### src/core/sla_pkg.sv
package sla_pkg;
    // Register byte addresses on the bus
    localparam logic [4:0] REG_CTRL       = 5'h00;
    localparam logic [4:0] REG_COUNT_LOW  = 5'h04;
    localparam logic [4:0] REG_CONFIG     = 5'h08;
    localparam logic [4:0] REG_IRQ_STATUS = 5'h0C;
    localparam logic [4:0] REG_IRQ_MASK   = 5'h10;

    // Field positions of the arbiter control register
    localparam int B_MODE_HI = 7;
    localparam int B_MODE_LO = 6;
    localparam int B_LOST    = 5;
    localparam int B_CLK_SEL = 4;
    localparam int B_DONE    = 3;
    localparam int B_RUN     = 2;
    localparam int B_OVF     = 1;
    localparam int B_MSB     = 0;

    // Field positions of the configuration register
    localparam int CFG_SRC     = 0;
    localparam int CFG_DIV_LSB = 8;

    // Interrupt status and mask bit positions
    localparam int IRQ_DONE = 0;
    localparam int IRQ_OVF  = 1;
    localparam int IRQ_LOST = 2;
    localparam int IRQ_W    = 3;

    // Arbiter modes
    localparam logic [1:0] MODE_IDLE    = 2'h0;
    localparam logic [1:0] MODE_BITTIME = 2'h1;
    localparam logic [1:0] MODE_ARB     = 2'h2;

    // Counter geometry and arbitration sample points
    localparam int         CNT_W      = 9;
    localparam logic [8:0] CNT_MAX    = 9'h1FF;
    localparam logic [8:0] TARGET_BUS = 9'h038;
    localparam logic [8:0] TARGET_PRE = 9'h008;

    // Bus clock divider for the counter clock
    localparam int         DIV_BUS      = 4;
    localparam logic [1:0] DIV_BUS_LAST = 2'(DIV_BUS - 1);

    // Reset values
    localparam logic [1:0] MODE_RST    = 2'h0;
    localparam logic [7:0] CFG_DIV_RST = 8'h01;

    typedef enum logic [3:0] {
        ST_IDLE  = 4'b0001,
        ST_ARMED = 4'b0010,
        ST_RUN   = 4'b0100,
        ST_STOP  = 4'b1000
    } sla_state_t;
endpackage

### src/core/sla_arbiter.sv
`timescale 1ns/1ps
// Contract
// - A 9-bit counter with overflow flag and mode control logic.
// - Mode field: 00 idle, 01 bit time, 10 arbitration, 11 reserved.
// - Reset clears the mode field, leaving the block idle.
// - Lost flag is read-only; cleared by writing 0 to upper mode bit or reset.
// - Clock select 1 uses half prescaler clock; 0 uses bus clock over four.
// - Clock select bit is read/write and cleared by reset.
// - Prescaler input is bus clock or crystal clock per a config bit.
// - Done flag sets at measurement end; control write or reset clears it.
// - Running flag reads 1 while counting, 0 when stopped; reset clears it.
// - Overflow flag sets on overflow; control write or reset clears it.
// - Count bit 8 in control, bits 7..0 in data; control write clears.
// - Mode 00 holds the counter reset and idle.
// - Bit time, select 0: run between two falling receive edges, then done.
// - Bit time, select 1: start on receive low, stop on rising edge.
// - Arbitration restarts the counter on each transmit output rising edge.
// - At count 38h or 08h sample receive once; low sets lost flag.
// - While lost is set, the transmit pin is forced high.
// - Transmit low without prior receive low resets counter, waits next rise.
module sla_arbiter
    import sla_pkg::*;
#(
    parameter int PRE_W = 8
)(
    input  wire logic        mclk,
    input  wire logic        rst,
    input  wire logic        ce,
    input  wire logic [4:0]  avs_address,
    input  wire logic        avs_read,
    input  wire logic        avs_write,
    input  wire logic [31:0] avs_writedata,
    input  wire logic [3:0]  avs_byteenable,
    output logic      [31:0] avs_readdata,
    output logic             avs_waitrequest,
    input  wire logic        rxd,
    input  wire logic        crystal_clock,
    input  wire logic        internal_transmit_output,
    output logic             txd_pin,
    output logic             irq
);

    generate
        if (PRE_W < 1 || PRE_W > 8)
        begin : g_bad_pre
            $error("PRE_W must lie between 1 and 8");
        end
    endgenerate

    sla_state_t         state;
    sla_state_t         next_state;
    logic [CNT_W-1:0]   count;
    logic [CNT_W-1:0]   next_count;
    logic [1:0]         mode;
    logic [1:0]         next_mode;
    logic               clk_sel;
    logic               next_clk_sel;
    logic               done_flag;
    logic               next_done;
    logic               ovf_flag;
    logic               next_ovf;
    logic               lost_flag;
    logic               next_lost;
    logic               sampled;
    logic               next_sampled;
    logic               rx_low_seen;
    logic               next_rx_low_seen;
    logic               set_done;
    logic               set_ovf;
    logic               set_lost;
    logic               running;
    logic               rxd_q;
    logic               txi_q;
    logic               xtal_q;
    logic               rx_fall;
    logic               rx_rise;
    logic               tx_rise;
    logic               tx_fall;
    logic [1:0]         bus_div;
    logic [1:0]         next_bus_div;
    logic [PRE_W-1:0]   pre_cnt;
    logic [PRE_W-1:0]   next_pre_cnt;
    logic               pre_half;
    logic               next_pre_half;
    logic               pre_pulse;
    logic               cnt_tick;
    logic               cfg_src;
    logic               next_cfg_src;
    logic [PRE_W-1:0]   cfg_div;
    logic [PRE_W-1:0]   next_cfg_div;
    logic [IRQ_W-1:0]   irq_status;
    logic [IRQ_W-1:0]   next_irq_status;
    logic [IRQ_W-1:0]   irq_mask;
    logic [IRQ_W-1:0]   next_irq_mask;
    logic [31:0]        next_readdata;
    logic               next_waitrequest;
    logic               fire;
    logic               wr_lane0;
    logic               ctrl_wr;
    logic [CNT_W-1:0]   target;
    logic               sample_now;

    // Bus access completes in the cycle where waitrequest is low
    assign fire     = (avs_read | avs_write) & ~avs_waitrequest;
    assign wr_lane0 = fire & avs_write & avs_byteenable[0];
    assign ctrl_wr  = wr_lane0 && avs_address == REG_CTRL;

    // Edge detection on the synchronous line inputs
    assign rx_fall = rxd_q & ~rxd;
    assign rx_rise = ~rxd_q & rxd;
    assign tx_rise = ~txi_q & internal_transmit_output;
    assign tx_fall = txi_q & ~internal_transmit_output;
    assign running = state == ST_RUN;

    // Counter clock: bus clock over four, or every second prescaler pulse
    assign cnt_tick = clk_sel ? (pre_pulse & pre_half)
                              : (bus_div == DIV_BUS_LAST);
    assign target     = clk_sel ? TARGET_PRE : TARGET_BUS;
    assign sample_now = mode == MODE_ARB && running && count == target && !sampled;

    // Prescaler source and divider
    always_comb
    begin
        next_bus_div  = bus_div + 2'h1;
        next_pre_cnt  = pre_cnt;
        next_pre_half = pre_half;
        pre_pulse     = 1'b0;
        if (cfg_src ? (~xtal_q & crystal_clock) : 1'b1)
        begin
            if (pre_cnt + PRE_W'(1) >= cfg_div)
            begin
                next_pre_cnt  = '0;
                pre_pulse     = 1'b1;
                next_pre_half = ~pre_half;
            end
            else
            begin
                next_pre_cnt = pre_cnt + PRE_W'(1);
            end
        end
    end

    // Clock dividers and input history
    always_ff @(posedge mclk or posedge rst)
    begin
        if (rst)
        begin
            bus_div  <= 2'h0;
            pre_cnt  <= '0;
            pre_half <= 1'b0;
            rxd_q    <= 1'b1;
            txi_q    <= 1'b1;
            xtal_q   <= 1'b0;
        end
        else if (ce)
        begin
            bus_div  <= next_bus_div;
            pre_cnt  <= next_pre_cnt;
            pre_half <= next_pre_half;
            rxd_q    <= rxd;
            txi_q    <= internal_transmit_output;
            xtal_q   <= crystal_clock;
        end
    end

    // Arbiter core: mode sequencing, counting and flags
    always_comb
    begin
        next_state       = state;
        next_count       = count;
        next_mode        = mode;
        next_clk_sel     = clk_sel;
        next_done        = done_flag;
        next_ovf         = ovf_flag;
        next_lost        = lost_flag;
        next_sampled     = sampled;
        next_rx_low_seen = rx_low_seen;
        set_done         = 1'b0;
        set_ovf          = 1'b0;
        set_lost         = 1'b0;
        case (state)
            ST_IDLE:
            begin
                if (mode == MODE_BITTIME || mode == MODE_ARB)
                    next_state = ST_ARMED;
            end
            ST_ARMED:
            begin
                if (mode == MODE_BITTIME)
                begin
                    if (clk_sel ? !rxd : rx_fall)
                        next_state = ST_RUN;
                end
                else if (mode == MODE_ARB)
                begin
                    if (tx_rise)
                    begin
                        next_state       = ST_RUN;
                        next_count       = '0;
                        next_sampled     = 1'b0;
                        next_rx_low_seen = 1'b0;
                    end
                end
                else
                    next_state = ST_IDLE;
            end
            ST_RUN:
            begin
                if (cnt_tick)
                begin
                    next_count = count + CNT_W'(1);
                    if (count == CNT_MAX)
                        set_ovf = 1'b1;
                end
                if (mode == MODE_BITTIME)
                begin
                    if (clk_sel ? rx_rise : rx_fall)
                    begin
                        next_state = ST_STOP;
                        next_count = count;
                        set_done   = 1'b1;
                    end
                end
                else if (mode == MODE_ARB)
                begin
                    if (!rxd)
                        next_rx_low_seen = 1'b1;
                    if (sample_now)
                    begin
                        next_sampled = 1'b1;
                        set_lost     = !rxd;
                    end
                    if (tx_rise)
                    begin
                        next_count       = '0;
                        next_sampled     = 1'b0;
                        next_rx_low_seen = 1'b0;
                    end
                    else if (tx_fall && !rx_low_seen)
                    begin
                        next_count = '0;
                        next_state = ST_ARMED;
                    end
                end
                else
                    next_state = ST_IDLE;
            end
            ST_STOP:
            begin
                if (mode != MODE_BITTIME)
                    next_state = ST_IDLE;
            end
            default:
            begin
                next_state = ST_IDLE;
            end
        endcase
        // Flags are sticky; a set in the clearing cycle wins
        next_done = next_done | set_done;
        next_ovf  = next_ovf | set_ovf;
        next_lost = next_lost | set_lost;
        if (ctrl_wr)
        begin
            next_mode        = avs_writedata[B_MODE_HI:B_MODE_LO];
            next_clk_sel     = avs_writedata[B_CLK_SEL];
            next_count       = '0;
            next_done        = set_done;
            next_ovf         = set_ovf;
            next_sampled     = 1'b0;
            next_rx_low_seen = 1'b0;
            if (!avs_writedata[B_MODE_HI])
                next_lost = set_lost;
            if (next_mode == MODE_BITTIME || next_mode == MODE_ARB)
                next_state = ST_ARMED;
            else
                next_state = ST_IDLE;
        end
        if (next_state == ST_IDLE)
            next_count = '0;
    end

    // Arbiter core registers
    always_ff @(posedge mclk or posedge rst)
    begin
        if (rst)
        begin
            state       <= ST_IDLE;
            count       <= '0;
            mode        <= MODE_RST;
            clk_sel     <= 1'b0;
            done_flag   <= 1'b0;
            ovf_flag    <= 1'b0;
            lost_flag   <= 1'b0;
            sampled     <= 1'b0;
            rx_low_seen <= 1'b0;
            txd_pin     <= 1'b1;
        end
        else if (ce)
        begin
            state       <= next_state;
            count       <= next_count;
            mode        <= next_mode;
            clk_sel     <= next_clk_sel;
            done_flag   <= next_done;
            ovf_flag    <= next_ovf;
            lost_flag   <= next_lost;
            sampled     <= next_sampled;
            rx_low_seen <= next_rx_low_seen;
            txd_pin     <= lost_flag | internal_transmit_output;
        end
    end

    // Bus slave, configuration and interrupt registers
    always_comb
    begin
        next_waitrequest = ~((avs_read | avs_write) & avs_waitrequest);
        next_readdata    = avs_readdata;
        next_cfg_src     = cfg_src;
        next_cfg_div     = cfg_div;
        next_irq_mask    = irq_mask;
        next_irq_status  = irq_status;
        if (wr_lane0 && avs_address == REG_IRQ_STATUS)
            next_irq_status = irq_status & ~avs_writedata[IRQ_W-1:0];
        next_irq_status[IRQ_DONE] = next_irq_status[IRQ_DONE] | set_done;
        next_irq_status[IRQ_OVF]  = next_irq_status[IRQ_OVF] | set_ovf;
        next_irq_status[IRQ_LOST] = next_irq_status[IRQ_LOST] | set_lost;
        if (wr_lane0 && avs_address == REG_IRQ_MASK)
            next_irq_mask = avs_writedata[IRQ_W-1:0];
        if (wr_lane0 && avs_address == REG_CONFIG)
            next_cfg_src = avs_writedata[CFG_SRC];
        if (fire && avs_write && avs_byteenable[1] && avs_address == REG_CONFIG)
            next_cfg_div = avs_writedata[CFG_DIV_LSB +: PRE_W];
        if (avs_read && avs_waitrequest)
        begin
            next_readdata = 32'h0000_0000;
            case (avs_address)
                REG_CTRL:
                begin
                    next_readdata[B_MODE_HI:B_MODE_LO] = mode;
                    next_readdata[B_LOST]    = lost_flag;
                    next_readdata[B_CLK_SEL] = clk_sel;
                    next_readdata[B_DONE]    = done_flag;
                    next_readdata[B_RUN]     = running;
                    next_readdata[B_OVF]     = ovf_flag;
                    next_readdata[B_MSB]     = count[CNT_W-1];
                end
                REG_COUNT_LOW:  next_readdata[7:0] = count[7:0];
                REG_CONFIG:
                begin
                    next_readdata[CFG_SRC] = cfg_src;
                    next_readdata[CFG_DIV_LSB +: PRE_W] = cfg_div;
                end
                REG_IRQ_STATUS: next_readdata[IRQ_W-1:0] = irq_status;
                REG_IRQ_MASK:   next_readdata[IRQ_W-1:0] = irq_mask;
                default:        next_readdata = 32'h0000_0000;
            endcase
        end
    end

    // Bus slave and interrupt registers
    always_ff @(posedge mclk or posedge rst)
    begin
        if (rst)
        begin
            avs_waitrequest <= 1'b1;
            avs_readdata    <= 32'h0000_0000;
            cfg_src         <= 1'b0;
            cfg_div         <= PRE_W'(CFG_DIV_RST);
            irq_status      <= '0;
            irq_mask        <= '0;
            irq             <= 1'b0;
        end
        else if (ce)
        begin
            avs_waitrequest <= next_waitrequest;
            avs_readdata    <= next_readdata;
            cfg_src         <= next_cfg_src;
            cfg_div         <= next_cfg_div;
            irq_status      <= next_irq_status;
            irq_mask        <= next_irq_mask;
            irq             <= |(irq_status & irq_mask);
        end
    end

    // Checks on the arbiter behaviour
    mode_idle_a: assert property (@(posedge mclk) disable iff (rst)
        mode == MODE_IDLE |=> count == '0)
        else $error("counter not held in idle mode");
    ctrl_clear_a: assert property (@(posedge mclk) disable iff (rst)
        ce && ctrl_wr |=> count == '0)
        else $error("control write did not clear count");
    run_start_a: assert property (@(posedge mclk) disable iff (rst)
        $rose(running) |-> $past(mode) != MODE_IDLE)
        else $error("counter started while idle");
    fall_done_a: assert property (@(posedge mclk) disable iff (rst)
        ce && running && mode == MODE_BITTIME && !clk_sel && rx_fall && !ctrl_wr
        |=> done_flag && !running)
        else $error("second falling edge did not finish measurement");
    break_start_a: assert property (@(posedge mclk) disable iff (rst)
        ce && state == ST_ARMED && mode == MODE_BITTIME && clk_sel && !rxd && !ctrl_wr
        |=> running)
        else $error("low receive line did not start counter");
    tx_restart_a: assert property (@(posedge mclk) disable iff (rst)
        ce && mode == MODE_ARB && tx_rise && !ctrl_wr && state != ST_IDLE
        |=> running && count == '0)
        else $error("transmit rise did not restart counter");
    sample_lost_a: assert property (@(posedge mclk) disable iff (rst)
        ce && sample_now && !rxd |=> lost_flag)
        else $error("low sample did not set lost flag");
    force_high_a: assert property (@(posedge mclk) disable iff (rst)
        ce && lost_flag |=> txd_pin)
        else $error("transmit pin not forced while lost");
    lost_clear_a: assert property (@(posedge mclk) disable iff (rst)
        ce && ctrl_wr && !avs_writedata[B_MODE_HI] && !set_lost
        |=> !lost_flag)
        else $error("lost flag not cleared by mode write");
    no_echo_a: assert property (@(posedge mclk) disable iff (rst)
        ce && running && mode == MODE_ARB && tx_fall && !tx_rise && !rx_low_seen
        && !ctrl_wr |=> state == ST_ARMED && count == '0)
        else $error("arbitration not restarted after early transmit low");
    wrap_a: assert property (@(posedge mclk) disable iff (rst)
        ce && running && cnt_tick && count == CNT_MAX && !rx_fall && !rx_rise
        && !tx_rise && !tx_fall && !ctrl_wr
        |=> ovf_flag && count == '0)
        else $error("overflow did not wrap and flag");

endmodule

### config.mk
export PLATFORM = sky130hd
export DESIGN_NAME = sla_arbiter
export DESIGN_NICKNAME = d
export VERILOG_FILES = /design/src/core/sla_pkg.sv /design/src/core/sla_arbiter.sv
export SDC_FILE = /design/constraint.sdc
export NUM_CORES = 1
export LEC_CHECK = 0
export ABC_AREA = 1
export BUFFER_PORTS_ARGS = -buffer_cell sky130_fd_sc_hd__buf_4
export CAP_MARGIN = 20
export CORE_ASPECT_RATIO = 1.5
export CORE_MARGIN = 3
export CORE_UTILIZATION = 60
export CTS_CLUSTER_DIAMETER = 60
export DETAILED_ROUTE_END_ITERATION = 10
export PLACE_DENSITY = 0.82
export SETUP_SLACK_MARGIN = 0.15
export SKIP_CTS_REPAIR_TIMING = 1
export SLEW_MARGIN = 20
export SYNTH_ARGS = -nofsm -noshare
export SYNTH_HDL_FRONTEND = slang
export SYNTH_SLANG_ARGS = --single-unit
### constraint.sdc
create_clock -name mclk -period 6.49 [get_ports mclk]
set_input_delay 0.649 -clock mclk [delete_from_list [all_inputs] [get_ports mclk]]
set_output_delay 0.649 -clock mclk [all_outputs]
set_load 0.02 [all_outputs]
* Word-level counts from Yosys, hierarchy flattened
Cells that the tools add are included.
** Storage, ports and cells
- Flip-flop bits (word level) :: 69
- Bits of input ports :: 49
** Operators by class
- $add $sub $neg :: 3
- Mux-type cells :: 68
- Bitwise gates (word level) :: 29
- Order comparisons :: 1
- Equal/unequal tests :: 28
- Reduce and logical (&&, ||, !) cells :: 31
** Operators with widths (count)
- 2-to-1 mux 9 bit :: 11
- 2-to-1 mux 4 bit :: 12
- 2-to-1 mux 1 bit :: 33
- one-hot mux 9 bit (2 select lines) :: 1
- 2-to-1 mux 8 bit :: 2
- one-hot mux 4 bit (4 select lines) :: 1
- AND reduction 8 bit :: 2
- logical AND 1 bit :: 12
- != test 3 bit (second input constant) :: 4
- != test 4 bit (second input constant) :: 3
- AND reduction 2 bit :: 6
- AND 1 bit :: 10
- equality test 5 x 4 -> 1 bit (second input constant) :: 2
- one-hot mux 5 bit (2 select lines) :: 1
- adder 9 x 1 -> 9 bit (second input constant) :: 1
- equality test 9 x 6 -> 1 bit :: 1
- equality test 9 bit (second input constant) :: 1
- adder 8 x 1 -> 8 bit (second input constant) :: 1
- equality test 4 x 1 -> 1 bit (second input constant) :: 2
- >= comparator 8 bit :: 1
- NOT 1 bit :: 8
- OR 1 bit :: 8
- one-hot mux 2 bit (4 select lines) :: 1
- AND 3 bit :: 2
- 27 further kinds :: 34

* Logic depth before layout (Yosys ltp)
- Depth after elaboration :: 14
- Gate-level depth with buffers :: 18

* Least setup slack after synthesis
No wires, ideal clock.
- Path kind :: register to register
- From :: register pre_cnt[0]
- To :: register count[1]
- Setup time :: 0.117 ns
- Data arrival time :: 2.120 ns
- Stages on the path, launching flop included :: 18
- Clock period less this slack :: 2.238 ns
- Slack :: 4.252 ns
- Data required time :: 6.373 ns
- Cells stage by stage :: dfrtp_1 > nand2_1 > nor2_1 > nand3_1 > nor2_1 > nand2_1 > xor2_1 > inv_1 > ha_1 > a21oi_1 > o21a_1 > nand2_1 > nand2_2 > nand2_2 > nand2_1 > nand2_1 > nand3_1 > nand2_1
** Between the ends
- Longest elaborated chain between the ends :: 14
- Elaborated cells between the ends (all ways) :: 15
- Those cells by class :: add/sub (1); order compare (1); mux (12); bitwise (1)
** RTL lines
- from (decl) :: line sla_arbiter.sv:81 : logic [PRE_W-1:0] pre_cnt;
- from (signal assigned) :: line sla_arbiter.sv:158 : pre_cnt <= next_pre_cnt;
- adder 8 x 1 -> 8 bit (*) :: line sla_arbiter.sv:130 : if (pre_cnt + PRE_W'(1) >= cfg_div)
- >= comparator 8 bit (*) :: line sla_arbiter.sv:130
- 2-to-1 mux 1 bit (*) :: line sla_arbiter.sv:130
- 2-to-1 mux 1 bit (*) :: line sla_arbiter.sv:128 : if (cfg_src ? (~xtal_q & crystal_clock) : 1'b1)
- AND 1 bit (*) :: line sla_arbiter.sv:116 : assign cnt_tick = clk_sel ? (pre_pulse & pre_half)
- 2-to-1 mux 1 bit (*) :: line sla_arbiter.sv:116
- 2-to-1 mux 9 bit (*) :: line sla_arbiter.sv:209 : if (cnt_tick)
- 2-to-1 mux 9 bit :: line sla_arbiter.sv:239 : else if (tx_fall && !rx_low_seen)
- 2-to-1 mux 9 bit :: line sla_arbiter.sv:233 : if (tx_rise)
- 2-to-1 mux 9 bit :: line sla_arbiter.sv:224 : else if (mode == MODE_ARB)
- 2-to-1 mux 9 bit (*) :: line sla_arbiter.sv:215 : if (mode == MODE_BITTIME)
- one-hot mux 9 bit (2 select lines) (*) :: line sla_arbiter.sv:181 : case (state)
- 2-to-1 mux 9 bit (*) :: line sla_arbiter.sv:262 : if (ctrl_wr)
- 2-to-1 mux 9 bit (*) :: line sla_arbiter.sv:278 : if (next_state == ST_IDLE)
- to (signal assigned) :: line sla_arbiter.sv:301 : count <= next_count;
- to (decl) :: line sla_arbiter.sv:52 : logic [CNT_W-1:0] count;
Mark *: on every way between the ends. The rest lies on a longest branch, timed or not. The select of a mux whose other input is x is not followed.
A chain may end at the register's enable or synchronous reset.

* Worst setup path in the final report
Same ends and word-level chain as after synthesis.

==> results.md <==
Global routing:
- The first global-routing pass estimated 16,190 um of wire.
- Global routing used 26.80% of the available tracks.
- The number of antenna violations at the first check in global routing is 0.
- Entering global routing, the biggest net connects 70 pins.
- The via count of the first global-routing pass is 3,506.
- The overall overflow remaining after global route is 0.

Critical path:
- By startpoint and endpoint, the worst setup path is classified as register to register.
- The kind of start point of the critical path is a register.
- The required time reported for the critical path endpoint is 6.74 ns.
- The minimum setup slack among reg-to-reg paths is 3.72 ns.
- The maximum fanout encountered on the critical timing path is 10.
- STA classifies the critical path endpoint as a register.
- STA puts the critical path data arrival time at 3.02 ns.

STA:
- The worst hold slack after final layout is 0.4880 ns.
- The worst path in the final design needs a cycle of 2.769 ns, including I/O delays and setup.
- The clock arrives with 0.01172 ns of skew.
- After routing, the total negative slack on setup checks comes to 0 ns.
- The portion of the clock cycle consumed by the worst path in the final layout is 42.67%.
- The pin slew with the least headroom to its limit is 0.8596 ns.
- The setup-violating endpoint count in the final report is 0.
- The number of pins with negative max-slew slack in the final report is 0.
- The highest clock rate is 0.3611 GHz.
- Headroom to the max-slew limit came out at 42.69%.
- The final number of hold-violating endpoints was 0.
- Setup repair after global routing left no endpoint under its margin.

Synthesis:
- The synthesized netlist contains 38 unique library cells.
- The sequential cell area fraction in the yosys report is 42.66%.
- After Yosys synthesis, XOR and XNOR cells account for 3.016% of the synthesized area.
- The cell count after synthesis came out at 515.
- After Yosys synthesis, and, or, nand and nor cells account for 26.07% of the synthesized area.
- The average instance in the mapped netlist occupies 7.893 um2.
- The share of cell area taken by muxes after synthesis is 0%.
- In this run, synthesis produced a sequential element count of 69.
- Yosys printed 0 warnings.
- By area, the combinational part of the netlist is dominated by simple AND/OR/NAND/NOR gates.
- The synthesized netlist occupies a cell area of 4065 um2.
- The area share of fa/ha/maj cells after synthesis is 4.617%.
- The post-synthesis compound-gate area fraction is 13.27%.

Drt:
- For this block, the routed nets add up to 9683 um of wire.
- The wire length on met2 is 5116 um.
- In the detailed route, the total length drawn on met3 is 452 um.
- The per-cell via count in the routed design is 5.606.
- The number of search-and-repair iterations in the first detailed-routing pass is 7.
- The post-route DRC violation count is 0.
- The highest metal layer carrying signal wires in the routed design is met4.
- The first routing iteration left 400 violations.
- The routed length per placed instance is 14.94 um.
- The number of nets with antenna violations after routing is 0.
- The routed layout has 3,633 vias.
- The routed length on met1 is 3711 um.

Run status:
- The run finished with clean final reports.

Pwr:
- For this design the static power due to leakage is 0.002433 uW.
- Across the VDD grid, the largest voltage drop is 0.2110 mV.
- In this run the power density over the cells is 241.5 nW/um2.

Placement:
- The number of buffer cells added on primary ports is 47.
- The cell area after placement is 4432 um2.
- The detailed-placement wirelength estimate is 7149 um.
- The congestion estimate from routability-driven global placement came to 0.9308.

Clocking:
- Counting along the longest clock path gives a buffer depth of 2.
- The H-tree was split into 3 levels.
- The clock transition at the registers of the reported paths is 0.08 ns.
- Counting every sink on the clock net gives 69.
- TritonCTS built the clock tree.
- The cell chosen for the clock root is sky130_fd_sc_hd__clkbuf_8.
- The number of buffers added by the clock tree synthesis step is 9.
- The clock latency on the worst-skew pair is 0.35 ns.

Die:
- The number of top-level pins is 84.
- The core area is 6531 um2.
- The row count is 36.
- The starting density of the core is 62.24%.
- The y dimension of the die is 106.8 um.
- In this run the horizontal extent of the chip is 73.21 um.
- The die covers 7819 um2.

Final layout:
- With fillers left out, the area of the finished cells amounts to 4629 um2.
- Fill cells in the final layout number 522.
- Compared with the post-synthesis result, the final layout area differs by 13.88%.
- The number of nets in the layout is 631.
- The antenna diode count is 0.
- The fraction of final layout cells with drive strength greater than 1 is 16.61%.

Min path:
- The class of the most critical hold timing path is register to register.

Run:
- The max-capacitance violation count is 0.
==> final timing paths <==
kind	from	endpoint	depth (start not counted)
worst min register to register	bus_div[0]	bus_div[0]	1
min in group asynchronous	rst	pre_cnt[0]	3
worst max-delay path	pre_cnt[0]	count[1]	17
worst min-delay path	bus_div[0]	bus_div[0]	1
max in group asynchronous	rst	avs_readdata[2]	3
worst max register to register	pre_cnt[0]	count[1]	17
==> placed cells by master (no fill, tap or decap), types with 5 or more instances in the layout <==
master / Yosys / routed
sky130_fd_sc_hd__buf_4: 17 / 49
sky130_fd_sc_hd__o31ai_1: 8 / 8
sky130_fd_sc_hd__nor2_1: 39 / 39
sky130_fd_sc_hd__conb_1: 1 / 16
sky130_fd_sc_hd__inv_1: 66 / 65
sky130_fd_sc_hd__o21ai_0: 32 / 32
sky130_fd_sc_hd__nand3_2: 5 / 5
sky130_fd_sc_hd__o21a_1: 5 / 5
sky130_fd_sc_hd__nand2_1: 126 / 126
sky130_fd_sc_hd__clkbuf_8: 0 / 9
sky130_fd_sc_hd__nand4_1: 12 / 12
sky130_fd_sc_hd__o22ai_1: 5 / 5
sky130_fd_sc_hd__nor3_1: 6 / 6
sky130_fd_sc_hd__dfrtp_1: 63 / 63
sky130_fd_sc_hd__a21oi_1: 27 / 27
sky130_fd_sc_hd__nand2_2: 5 / 5
sky130_fd_sc_hd__dfstp_2: 6 / 6
sky130_fd_sc_hd__ha_1: 15 / 15
sky130_fd_sc_hd__nand3_1: 30 / 30
sky130_fd_sc_hd__xor2_1: 13 / 13
==> state kept, by name (all words and copies together) (netlist names), 2 cells and up <==
name and count:
avs_readdata 16, pre_cnt 8, irq_mask 3, bus_div 2
cfg_div 8, state 4, mode 2, irq_status 3
count 9
==> critical path, cell delays in order, from the launching register on <==
cell and delay, ns:
sky130_fd_sc_hd__dfrtp_1 0.44, sky130_fd_sc_hd__nand2_1 0.09, sky130_fd_sc_hd__nor2_1 0.18, sky130_fd_sc_hd__nand3_1 0.15, sky130_fd_sc_hd__nor2_1 0.14, sky130_fd_sc_hd__nand2_1 0.08
sky130_fd_sc_hd__xor2_1 0.17, sky130_fd_sc_hd__inv_1 0.06, sky130_fd_sc_hd__ha_1 0.28, sky130_fd_sc_hd__a21oi_1 0.16, sky130_fd_sc_hd__o21a_1 0.16, sky130_fd_sc_hd__nand2_1 0.11
sky130_fd_sc_hd__nand2_2 0.19, sky130_fd_sc_hd__nand2_2 0.18, sky130_fd_sc_hd__nand2_1 0.12, sky130_fd_sc_hd__nand2_1 0.05, sky130_fd_sc_hd__nand3_1 0.06, sky130_fd_sc_hd__nand2_1 0.05
==> power by group <==
part	total [uW]	switching, uW	internal (uW)
clock network	357	178	179
registers	514	33.8	480
logic	247	153	94.2
total	1120	365	753
==> synthesized netlist by cell type <==
library cell	instances	area, um2
sky130_fd_sc_hd__nand2_1	126	473.0
sky130_fd_sc_hd__inv_1	66	247.7
sky130_fd_sc_hd__dfrtp_1	63	1577
sky130_fd_sc_hd__nor2_1	39	146.4
sky130_fd_sc_hd__o21ai_0	32	160.2
sky130_fd_sc_hd__nand3_1	30	150.1
sky130_fd_sc_hd__a21oi_1	27	135.1
sky130_fd_sc_hd__buf_4	17	127.6
sky130_fd_sc_hd__ha_1	15	187.7
sky130_fd_sc_hd__xor2_1	13	113.9
sky130_fd_sc_hd__nand4_1	12	75.07
sky130_fd_sc_hd__o31ai_1	8	60.06
sky130_fd_sc_hd__dfstp_2	6	157.7
sky130_fd_sc_hd__nor3_1	6	30.03
sky130_fd_sc_hd__nand2_2	5	31.28
sky130_fd_sc_hd__nand3_2	5	50.05
sky130_fd_sc_hd__o21a_1	5	37.54
sky130_fd_sc_hd__o22ai_1	5	31.28
sky130_fd_sc_hd__clkbuf_1	4	15.01
sky130_fd_sc_hd__o221ai_1	4	35.03
sky130_fd_sc_hd__inv_2	3	11.26
sky130_fd_sc_hd__nor2_2	3	18.77
sky130_fd_sc_hd__o2111ai_1	3	26.28
sky130_fd_sc_hd__buf_2	2	10.01
sky130_fd_sc_hd__nor2_4	2	22.52
sky130_fd_sc_hd__o211ai_1	2	15.01
sky130_fd_sc_hd__a21oi_4	1	16.27
sky130_fd_sc_hd__a2bb2oi_1	1	8.760
sky130_fd_sc_hd__a31oi_1	1	6.260
sky130_fd_sc_hd__conb_1	1	3.750
sky130_fd_sc_hd__inv_4	1	6.260
sky130_fd_sc_hd__nand2_4	1	11.26
sky130_fd_sc_hd__nand3_4	1	17.52
sky130_fd_sc_hd__nand3b_1	1	7.510
sky130_fd_sc_hd__nor2_8	1	20.02
sky130_fd_sc_hd__nor4_1	1	6.260
sky130_fd_sc_hd__o21bai_1	1	7.510
sky130_fd_sc_hd__xnor2_1	1	8.760
==> per-layer routing <==
layer / GRT usage, % / up-vias
li1: - / 1771
met2: 46.61 / 126
met5: 0 / -
met3: 4.690 / 32
met4: 13.06 / 0
met1: 30.90 / 1704
==> cell families (layout without fill, tap and decap cells) <==
logic type	after synthesis	after routing
AND/OR/NAND/NOR	233	233
buffers and inverters	93	135
AO/OA/AOI/OAI	90	90
flip-flops	69	69
adder cells (fa/ha/maj)	15	15
XOR/XNOR	14	14
other	1	16
==> final cells by class <==
type                       instances  area, um2  area share (%)
clock inverter                     7      73.82           1.595
clock buffer                       9      123.9           2.676
multi-input combinational        368       1969           42.54
tap                               76      95.09           2.054
inverter                          70      265.3           5.730
sequential                        69       1734           37.46
timing repair buffer              49      367.9           7.946
==> per-stage QoR <==
step,util [%],power [uW],std cells,setup WS (ns)
after floorplan,-,693.4,530,4.111
after CTS,70.88,1121,648,3.790
final,70.88,1118,648,3.721
after global routing,70.88,1182,648,3.458
after global placement,67.85,757.4,632,3.938
after detailed placement,67.85,768.2,632,3.835
(Power assumes the default switching activity.)
